**src/hw/phy_mgmt_defines.vh**
```
// Offsets, field positions, reset values and timing counts of the management registers
`ifndef PHY_MGMT_DEFINES_VH
`define PHY_MGMT_DEFINES_VH

// ==========================================================
// Register indices
`define REG_BASIC_CONTROL      5'h00
`define REG_BASIC_STATUS       5'h01
`define REG_IDENTIFIER_HIGH    5'h02
`define REG_IDENTIFIER_LOW     5'h03

// ==========================================================
// Control word fields
`define CTL_SOFT_RESET         15
`define CTL_LOOPBACK           14
`define CTL_SPEED_100          13
`define CTL_AUTONEG_EN         12
`define CTL_POWER_DOWN         11
`define CTL_ISOLATE            10
`define CTL_AUTONEG_RESTART    9
`define CTL_FULL_DUPLEX        8

// ==========================================================
// Status word fields
`define STS_T4_ABLE            15
`define STS_TX_FD_ABLE         14
`define STS_TX_HD_ABLE         13
`define STS_T_FD_ABLE          12
`define STS_T_HD_ABLE          11
`define STS_T2_FD_ABLE         10
`define STS_T2_HD_ABLE         9
`define STS_EXT_STATUS         8
`define STS_AUTONEG_DONE       5
`define STS_REMOTE_FAULT       4
`define STS_AUTONEG_ABLE       3
`define STS_LINK_UP            2
`define STS_JABBER             1
`define STS_EXT_CAPABLE        0

// ==========================================================
// Identifier low word fields
`define ID_ORG_MSB             15
`define ID_ORG_LSB             10
`define ID_MODEL_MSB           9
`define ID_MODEL_LSB           4
`define ID_REV_MSB             3
`define ID_REV_LSB             0

// ==========================================================
// Reset values
`define RST_LOOPBACK           1'b0
`define RST_POWER_DOWN         1'b0
`define RST_ISOLATE            1'b0
`define RST_FLAG               1'b0
`define RST_LOW_LATCH_EVENT    1'b1
`define RST_RDATA              16'h0000

// ==========================================================
// Timing
`define CLOCK_PERIOD_NS        5
`define SOFT_RESET_TIME_NS     100
`define SOFT_RESET_CYCLES      ((`SOFT_RESET_TIME_NS + `CLOCK_PERIOD_NS - 1) / `CLOCK_PERIOD_NS)
`define SOFT_RESET_CNT_W       5

`endif

```
**src/hw/latch_flag.v**
```verilog
// Read-cleared latching status flag, latch-high or latch-low
`timescale 1ns/1ps
`include "phy_mgmt_defines.vh"

module latch_flag #(
  parameter LATCH_LOW = 0
) (
  input  wire clock,
  input  wire reset_n,
  input  wire clear,
  input  wire condition,
  input  wire read_pulse,
  output wire flag
);

  // ==========================================================
  // Latch storage, held in latch-high sense
  reg  event_r;
  wire event_in;
  wire event_nxt;

  assign event_in  = LATCH_LOW ? ~condition : condition;
  // Event wins over the read that clears it
  assign event_nxt = event_in | (event_r & ~read_pulse);

  always @(posedge clock or negedge reset_n) begin
    if (!reset_n) begin
      // Latch-low flag reads zero from reset
      event_r <= LATCH_LOW ? `RST_LOW_LATCH_EVENT : `RST_FLAG;
    end else if (clear) begin
      event_r <= event_in;
    end else begin
      event_r <= event_nxt;
    end
  end

  assign flag = LATCH_LOW ? ~event_r : event_r;

endmodule // latch_flag

```
**src/hw/phy_basic_mgmt_registers.v**
```verilog
// Basic control, status and identifier registers of a 10/100 transceiver
//
// How it works
// - control bit 15 starts reset, self-clears
// - soft reset keeps speed, auto-negotiation and duplex bits, clears bits 14, 11, 10 and 9
// - bit 14 loopback, resets to zero
// - bit 13 speed, ignored under auto-negotiation
// - bit 12 enables auto-negotiation, overrides manual
// - bit 11 power down, resets to zero
// - bit 10 isolates from RMII, resets zero
// - bit 9 restarts auto-negotiation, self-clears
// - bit 8 duplex, ignored under auto-negotiation
// - straps give defaults; bits 7:0 reserved
// - status 14:11 ones; 15,10,9 zeros
// - status 8 zero; 7:6 reserved
// - status 5 shows auto-negotiation done
// - status 4 remote fault latches high
// - status 2 link latches low, resets zero
// - status 1 jabber latches high, resets zero
// - status 3 and 0 read one
// - first identifier word, writable organization bits
// - second word: organization, model, revision
// - latch-high drops after read if cause gone
`timescale 1ns/1ps
`include "phy_mgmt_defines.vh"

module phy_basic_mgmt_registers #(
  // Identifier defaults below are arbitrary neutral values
  parameter [15:0] ORG_ID_HIGH_DEFAULT = 16'h0A5C,
  parameter [5:0]  ORG_ID_LOW_DEFAULT  = 6'h15,
  parameter [5:0]  MODEL_DEFAULT       = 6'h2A,
  parameter [3:0]  REVISION_DEFAULT    = 4'h1
) (
  input  wire        clock,
  input  wire        reset_n,
  input  wire [4:0]  reg_addr,
  input  wire        reg_wr_en,
  input  wire        reg_rd_en,
  input  wire [15:0] reg_wdata,
  output reg  [15:0] reg_rdata,
  output reg         reg_rdata_valid,
  input  wire        strap_speed_100,
  input  wire        strap_autoneg_en,
  input  wire        strap_full_duplex,
  input  wire        link_up,
  input  wire        remote_fault,
  input  wire        jabber,
  input  wire        autoneg_done,
  input  wire        autoneg_speed_100,
  input  wire        autoneg_full_duplex,
  output wire        soft_reset,
  output wire        loopback,
  output wire        speed_100,
  output wire        full_duplex,
  output wire        autoneg_enable,
  output wire        autoneg_restart,
  output wire        power_down,
  output wire        isolate
);

  // ==========================================================
  // Decode of register accesses
  wire wr_ctl;
  wire wr_id_high;
  wire wr_id_low;
  wire rd_status;

  assign wr_ctl     = reg_wr_en & (reg_addr == `REG_BASIC_CONTROL);
  assign wr_id_high = reg_wr_en & (reg_addr == `REG_IDENTIFIER_HIGH);
  assign wr_id_low  = reg_wr_en & (reg_addr == `REG_IDENTIFIER_LOW);
  assign rd_status  = reg_rd_en & (reg_addr == `REG_BASIC_STATUS);

  // ==========================================================
  // Strap capture after reset release
  reg straps_taken_r;

  always @(posedge clock or negedge reset_n) begin
    if (!reset_n) begin
      straps_taken_r <= 1'b0;
    end else begin
      straps_taken_r <= 1'b1;
    end
  end

  // ==========================================================
  // Software reset sequencer
  reg  [`SOFT_RESET_CNT_W-1:0] srst_cnt_r;
  reg  [`SOFT_RESET_CNT_W-1:0] srst_cnt_nxt;
  reg                          srst_r;
  reg                          srst_nxt;
  wire                         srst_start;
  wire                         srst_end;
  wire [31:0]                  srst_load = `SOFT_RESET_CYCLES - 1;

  assign srst_start = wr_ctl & reg_wdata[`CTL_SOFT_RESET] & ~srst_r;
  assign srst_end   = srst_r & (srst_cnt_r == {`SOFT_RESET_CNT_W{1'b0}});

  always @* begin
    srst_nxt     = srst_r;
    srst_cnt_nxt = srst_cnt_r;
    if (srst_start) begin
      srst_nxt     = 1'b1;
      srst_cnt_nxt = srst_load[`SOFT_RESET_CNT_W-1:0];
    end else if (srst_end) begin
      srst_nxt     = 1'b0;
    end else if (srst_r) begin
      srst_cnt_nxt = srst_cnt_r - 1'b1;
    end
  end

  always @(posedge clock or negedge reset_n) begin
    if (!reset_n) begin
      srst_r     <= 1'b0;
      srst_cnt_r <= {`SOFT_RESET_CNT_W{1'b0}};
    end else begin
      srst_r     <= srst_nxt;
      srst_cnt_r <= srst_cnt_nxt;
    end
  end

  assign soft_reset = srst_r;

  // ==========================================================
  // Control word storage
  reg loopback_r;
  reg speed_100_r;
  reg autoneg_en_r;
  reg power_down_r;
  reg isolate_r;
  reg restart_r;
  reg full_duplex_r;
  wire ctl_write_ok;

  // The host keeps other bits clear when it sets reset
  assign ctl_write_ok = wr_ctl & ~reg_wdata[`CTL_SOFT_RESET] & ~srst_r;

  always @(posedge clock or negedge reset_n) begin
    if (!reset_n) begin
      loopback_r    <= `RST_LOOPBACK;
      power_down_r  <= `RST_POWER_DOWN;
      isolate_r     <= `RST_ISOLATE;
      speed_100_r   <= 1'b0;
      autoneg_en_r  <= 1'b0;
      full_duplex_r <= 1'b0;
      restart_r     <= 1'b0;
    end else if (!straps_taken_r) begin
      speed_100_r   <= strap_speed_100;
      autoneg_en_r  <= strap_autoneg_en;
      full_duplex_r <= strap_full_duplex;
    end else if (srst_start) begin
      // Speed, negotiation and duplex keep their current values
      loopback_r    <= `RST_LOOPBACK;
      power_down_r  <= `RST_POWER_DOWN;
      isolate_r     <= `RST_ISOLATE;
      restart_r     <= 1'b0;
    end else if (ctl_write_ok) begin
      loopback_r    <= reg_wdata[`CTL_LOOPBACK];
      speed_100_r   <= reg_wdata[`CTL_SPEED_100];
      autoneg_en_r  <= reg_wdata[`CTL_AUTONEG_EN];
      power_down_r  <= reg_wdata[`CTL_POWER_DOWN];
      isolate_r     <= reg_wdata[`CTL_ISOLATE];
      restart_r     <= reg_wdata[`CTL_AUTONEG_RESTART];
      full_duplex_r <= reg_wdata[`CTL_FULL_DUPLEX];
    end else begin
      restart_r     <= 1'b0;
    end
  end

  // ==========================================================
  // Operating configuration
  assign loopback        = loopback_r;
  assign autoneg_enable  = autoneg_en_r;
  assign speed_100       = autoneg_en_r ? autoneg_speed_100 : speed_100_r;
  assign full_duplex     = autoneg_en_r ? autoneg_full_duplex : full_duplex_r;
  assign autoneg_restart = restart_r;
  assign power_down      = power_down_r;
  assign isolate         = isolate_r;

  // ==========================================================
  // Latched status flags
  wire remote_fault_flag;
  wire link_flag;
  wire jabber_flag;

  latch_flag #(
    .LATCH_LOW  (0)
  ) u_remote_fault (
    .clock      (clock),
    .reset_n    (reset_n),
    .clear      (srst_start),
    .condition  (remote_fault),
    .read_pulse (rd_status),
    .flag       (remote_fault_flag)
  );

  latch_flag #(
    .LATCH_LOW  (1)
  ) u_link (
    .clock      (clock),
    .reset_n    (reset_n),
    .clear      (1'b0),
    .condition  (link_up),
    .read_pulse (rd_status),
    .flag       (link_flag)
  );

  latch_flag #(
    .LATCH_LOW  (0)
  ) u_jabber (
    .clock      (clock),
    .reset_n    (reset_n),
    .clear      (srst_start),
    .condition  (jabber),
    .read_pulse (rd_status),
    .flag       (jabber_flag)
  );

  // ==========================================================
  // Identifier words
  reg [15:0] id_high_r;
  reg [15:0] id_low_r;
  reg        id_loaded_r;

  always @(posedge clock or negedge reset_n) begin
    if (!reset_n) begin
      id_high_r   <= 16'h0000;
      id_low_r    <= 16'h0000;
      id_loaded_r <= 1'b0;
    end else if (!id_loaded_r) begin
      id_high_r   <= ORG_ID_HIGH_DEFAULT;
      id_low_r    <= {ORG_ID_LOW_DEFAULT, MODEL_DEFAULT, REVISION_DEFAULT};
      id_loaded_r <= 1'b1;
    end else begin
      if (wr_id_high) begin
        id_high_r <= reg_wdata;
      end
      if (wr_id_low) begin
        id_low_r  <= reg_wdata;
      end
    end
  end

  // ==========================================================
  // Assembled read words
  reg [15:0] ctl_word;
  reg [15:0] sts_word;

  always @* begin
    ctl_word                       = 16'h0000;
    ctl_word[`CTL_SOFT_RESET]      = srst_r;
    ctl_word[`CTL_LOOPBACK]        = loopback_r;
    ctl_word[`CTL_SPEED_100]       = speed_100_r;
    ctl_word[`CTL_AUTONEG_EN]      = autoneg_en_r;
    ctl_word[`CTL_POWER_DOWN]      = power_down_r;
    ctl_word[`CTL_ISOLATE]         = isolate_r;
    ctl_word[`CTL_AUTONEG_RESTART] = restart_r;
    ctl_word[`CTL_FULL_DUPLEX]     = full_duplex_r;
  end

  always @* begin
    sts_word                     = 16'h0000;
    sts_word[`STS_TX_FD_ABLE]    = 1'b1;
    sts_word[`STS_TX_HD_ABLE]    = 1'b1;
    sts_word[`STS_T_FD_ABLE]     = 1'b1;
    sts_word[`STS_T_HD_ABLE]     = 1'b1;
    sts_word[`STS_AUTONEG_DONE]  = autoneg_done;
    sts_word[`STS_REMOTE_FAULT]  = remote_fault_flag;
    sts_word[`STS_AUTONEG_ABLE]  = 1'b1;
    sts_word[`STS_LINK_UP]       = link_flag;
    sts_word[`STS_JABBER]        = jabber_flag;
    sts_word[`STS_EXT_CAPABLE]   = 1'b1;
  end

  // ==========================================================
  // Registered read port
  reg [15:0] rdata_nxt;

  always @* begin
    case (reg_addr)
      `REG_BASIC_CONTROL:   rdata_nxt = ctl_word;
      `REG_BASIC_STATUS:    rdata_nxt = sts_word;
      `REG_IDENTIFIER_HIGH: rdata_nxt = id_high_r;
      `REG_IDENTIFIER_LOW:  rdata_nxt = id_low_r;
      default:              rdata_nxt = 16'h0000;
    endcase
  end

  always @(posedge clock or negedge reset_n) begin
    if (!reset_n) begin
      reg_rdata       <= `RST_RDATA;
      reg_rdata_valid <= 1'b0;
    end else begin
      reg_rdata_valid <= reg_rd_en;
      if (reg_rd_en) begin
        reg_rdata <= rdata_nxt;
      end
    end
  end

endmodule // phy_basic_mgmt_registers

```
**config.mk**
```make
export PLATFORM = sky130hd
export DESIGN_NAME = phy_basic_mgmt_registers
export DESIGN_NICKNAME = d
export VERILOG_FILES = /design/src/hw/latch_flag.v /design/src/hw/phy_basic_mgmt_registers.v
export VERILOG_INCLUDE_DIRS = /design/src /design/src/hw
export SDC_FILE = /design/constraint.sdc
export NUM_CORES = 1
export LEC_CHECK = 0
export ABC_AREA = 1
export ABC_CLOCK_PERIOD_IN_PS = 2800
export BUFFER_PORTS_ARGS = -buffer_cell sky130_fd_sc_hd__buf_4
export CAP_MARGIN = 20
export CORE_UTILIZATION = 55
export DETAILED_ROUTE_END_ITERATION = 12
export PLACE_DENSITY = 0.86
export SYNTH_ARGS = -nofsm -noshare
export SYNTH_HDL_FRONTEND = slang
export SYNTH_SLANG_ARGS = --single-unit
```
**constraint.sdc**
```tcl
create_clock -name clock -period 2.8 [get_ports clock]
set_input_delay 0.14 -clock clock [delete_from_list [all_inputs] [get_ports clock]]
set_output_delay 0.14 -clock clock [all_outputs]
set_load 0.005 [all_outputs]
```
==> flow_summary.json <==
{
  "n_antenna_cell": 0,
  "grt_pass1_vias": 2607,
  "routabilityCongestion": 0.864,
  "rsz0062_at_grt": "false",
  "synth.top_cells.by_area": "dfrtp_1 (51%), nand2_1 (16%), nand4_1 (6.0%), nand3_1 (3.9%), o21ai_0 (3.9%)",
  "drtIter0Drc": 210,
  "crit_path_max_fanout": 18,
  "clk_pin_slew_ps": 70,
  "arrival_ps": 1900,
  "critPathSlowestCell": "dfrtp_1",
  "seq_area_frac_synth": 0.514,
  "postCtsHoldBufs": 4,
  "drc_errors": 0,
  "hp-class": "input port to flip-flop",
  "cts_resized": 0,
  "synth_ff_type": "dfrtp_1",
  "maxCapViolations": 0,
  "finalSetupTns_ps": 0,
  "path_delay_family": "flip-flops",
  "path_buf_inv": 2,
  "dp_slack_ps": 1120,
  "use_met1": 0.372,
  "grt_max_degree": 67,
  "p_leak_uw": 0.00201,
  "fin_util": 0.686,
  "hold_viol_final": 0,
  "clk_latency_ps": 340,
  "syn2layout_area_growth_pct": 18.9,
  "cts_tree": "built",
  "rows": 27,
  "synth_cell_types": 33,
  "initial_utilization": 0.577,
  "worst-setup-path-type": "flip-flop to flip-flop",
  "tightest_slew_ps": 793,
  "ys_ff_latch": 66,
  "end_kind": "flip-flop",
  "start_kind": "flip-flop",
  "drive_above_1_share": 0.221,
  "grt.met3_usage": 0.0453,
  "synth_warnings": 0,
  "async_reset_ff_frac": 1.00,
  "cts-htree-levels": 3,
  "fillerInstances": 465,
  "die_w_um": 78.4,
  "wl_per_cell_um": 14.6,
  "power_density_mw_per_mm2": 515,
  "vdd_drop_max_mv": 0.275,
  "fin_cells": 511,
  "fmax_ghz": 0.610,
  "io_buffers": 58,
  "die_y_um": 78.4,
  "finalClockSkew_ps": 7.68,
  "grt_busiest_layer": "met2",
  "yosys.area.top_type": "dfrtp_1",
  "antenna_found_initial": 0,
  "gr-total-overflow": 0,
  "yosysTopAreaCellShare": 0.506,
  "final_common_cell": "nand2_1",
  "grt_pass1_wl_um": 12400,
  "cp.required_ps": 3060,
  "crit_chain": "inv_2 > nor2_4 > inv_1 > o21ai_0",
  "routed-via-count": 2767,
  "pin_count": 59,
  "routed_via_density": 5.41,
  "layout_common_cells": "nand2_1 (138), dfrtp_1 (65), buf_4 (61)",
  "grt_usage": 0.268,
  "cts_sinks": 66,
  "place_hpwl_um": 5200,
  "layout.nets": 469,
  "gr-usage-met2": 0.408,
  "cts_inserted_buffers": 9,
  "seqCellArea_mm2": 0.00165,
  "final_max_slew_viol_count": 0,
  "cts.path.max_buffers": 2,
  "coreArea_mm2": 0.00557,
  "drtAntennaViolNets": 0,
  "cts_root_buf": "clkbuf_8",
  "syn_nets": 414,
  "wl_um": 7440,
  "syn_area_mm2": 0.00321,
  "die_area_mm2": 0.00615,
  "cts_setup_buffers": 0,
  "relSlewSlack": 0.471,
  "multi_input_area_mm2": 0.00133,
  "syn_inst": 379,
  "syn_avg_cell_area_um2": 8.48,
  "outcome": "complete, no violations",
  "finalCritPeriodShare": 0.585,
  "setup_viol": 0,
  "hold_slack_ps": 26.7,
  "first_pass_iters": 4,
  "synth_edf_count": 0,
  "min_period_ps": 1640,
  "setup_slack_ps": 1160,
  "max_stage_delay_ps": 550,
  "dp.cells": 491
}
-- flip-flops by register name, summed over array words and instances, names as in the netlist, 5 cells and up --
name and count:
srst_cnt_r 5, id_low_r 16, reg_rdata 16, id_high_r 16
-- area by class of cell --
type | instances | area share
Clock inverter | 3 | 0.00393
Sequential cell | 66 | 0.432
Inverter | 23 | 0.0226
Tap cell | 72 | 0.0236
Timing Repair Buffer | 65 | 0.130
Clock buffer | 13 | 0.0390
Multi-Input combinational cell | 269 | 0.348
-- per-layer routing --
metal | share of wire | vias up
li1 | - | 1376
met1 | 0.45 | 1277
met2 | 0.47 | 101
met3 | 0.064 | 13
met4 | 0.019 | 0
met5 | 0 | -
-- stage by stage --
step / power (uW) / area, um^2
global route: 2060 / 3820
finish: 1970 / 3820
floorplan: 1190 / 3210
global placement: 1290 / 3620
detailed placement: 1300 / 3620
CTS: 1980 / 3820
-- cell families after synthesis --
| family | count (synthesis) | share of synthesized area |
|---|---|---|
| and+or+nand+nor | 218 | 0.317 |
| DFF | 66 | 0.514 |
| AOI/OAI and AO/OA | 45 | 0.0794 |
| buffers and inverters | 44 | 0.0716 |
| xor gates and xnor gates | 2 | 0.00545 |
| muxes | 2 | 0.00701 |
| adders and majority gates | 1 | 0.00389 |
| other | 1 | 0.00117 |
-- synth_stat cells (4+ instances only) --
library cell  instances
nand3_1              25
buf_2                 4
nor2_4                4
o21ai_2               4
inv_1                20
dfrtp_1              65
nor2_1                9
a21oi_1               5
nand2_1             138
buf_4                 4
nand4_1              31
o21ai_1               6
buf_6                 6
o21ai_0              25
clkbuf_1              7
-- power by group --
group | switching [uW] | internal, uW | leakage, uW | total [uW]
clock | 335 | 342 | 0.0000872 | 676
sequential | 35.2 | 1000 | 0.000846 | 1040
combinational | 150 | 105 | 0.00108 | 255
total | 520 | 1450 | 0.00201 | 1970
-- path summary, 6_finish.rpt --
check / from / endpoint / slack [ps] / depth (start not counted)
worst max register to register: id_loaded_r / id_high_r[7] / 1160 / 4
min in group asynchronous: reset_n / autoneg_restart / 410 / 2
worst max-delay path: id_loaded_r / id_high_r[7] / 1160 / 4
worst min register to register: id_low_r[4] / id_low_r[4] / 470 / 2
max in group asynchronous: reset_n / reg_rdata[3] / 1850 / 2
worst min-delay path: reg_rd_en / reg_rdata_valid / 30 / 1
(Power assumes the default switching activity.)
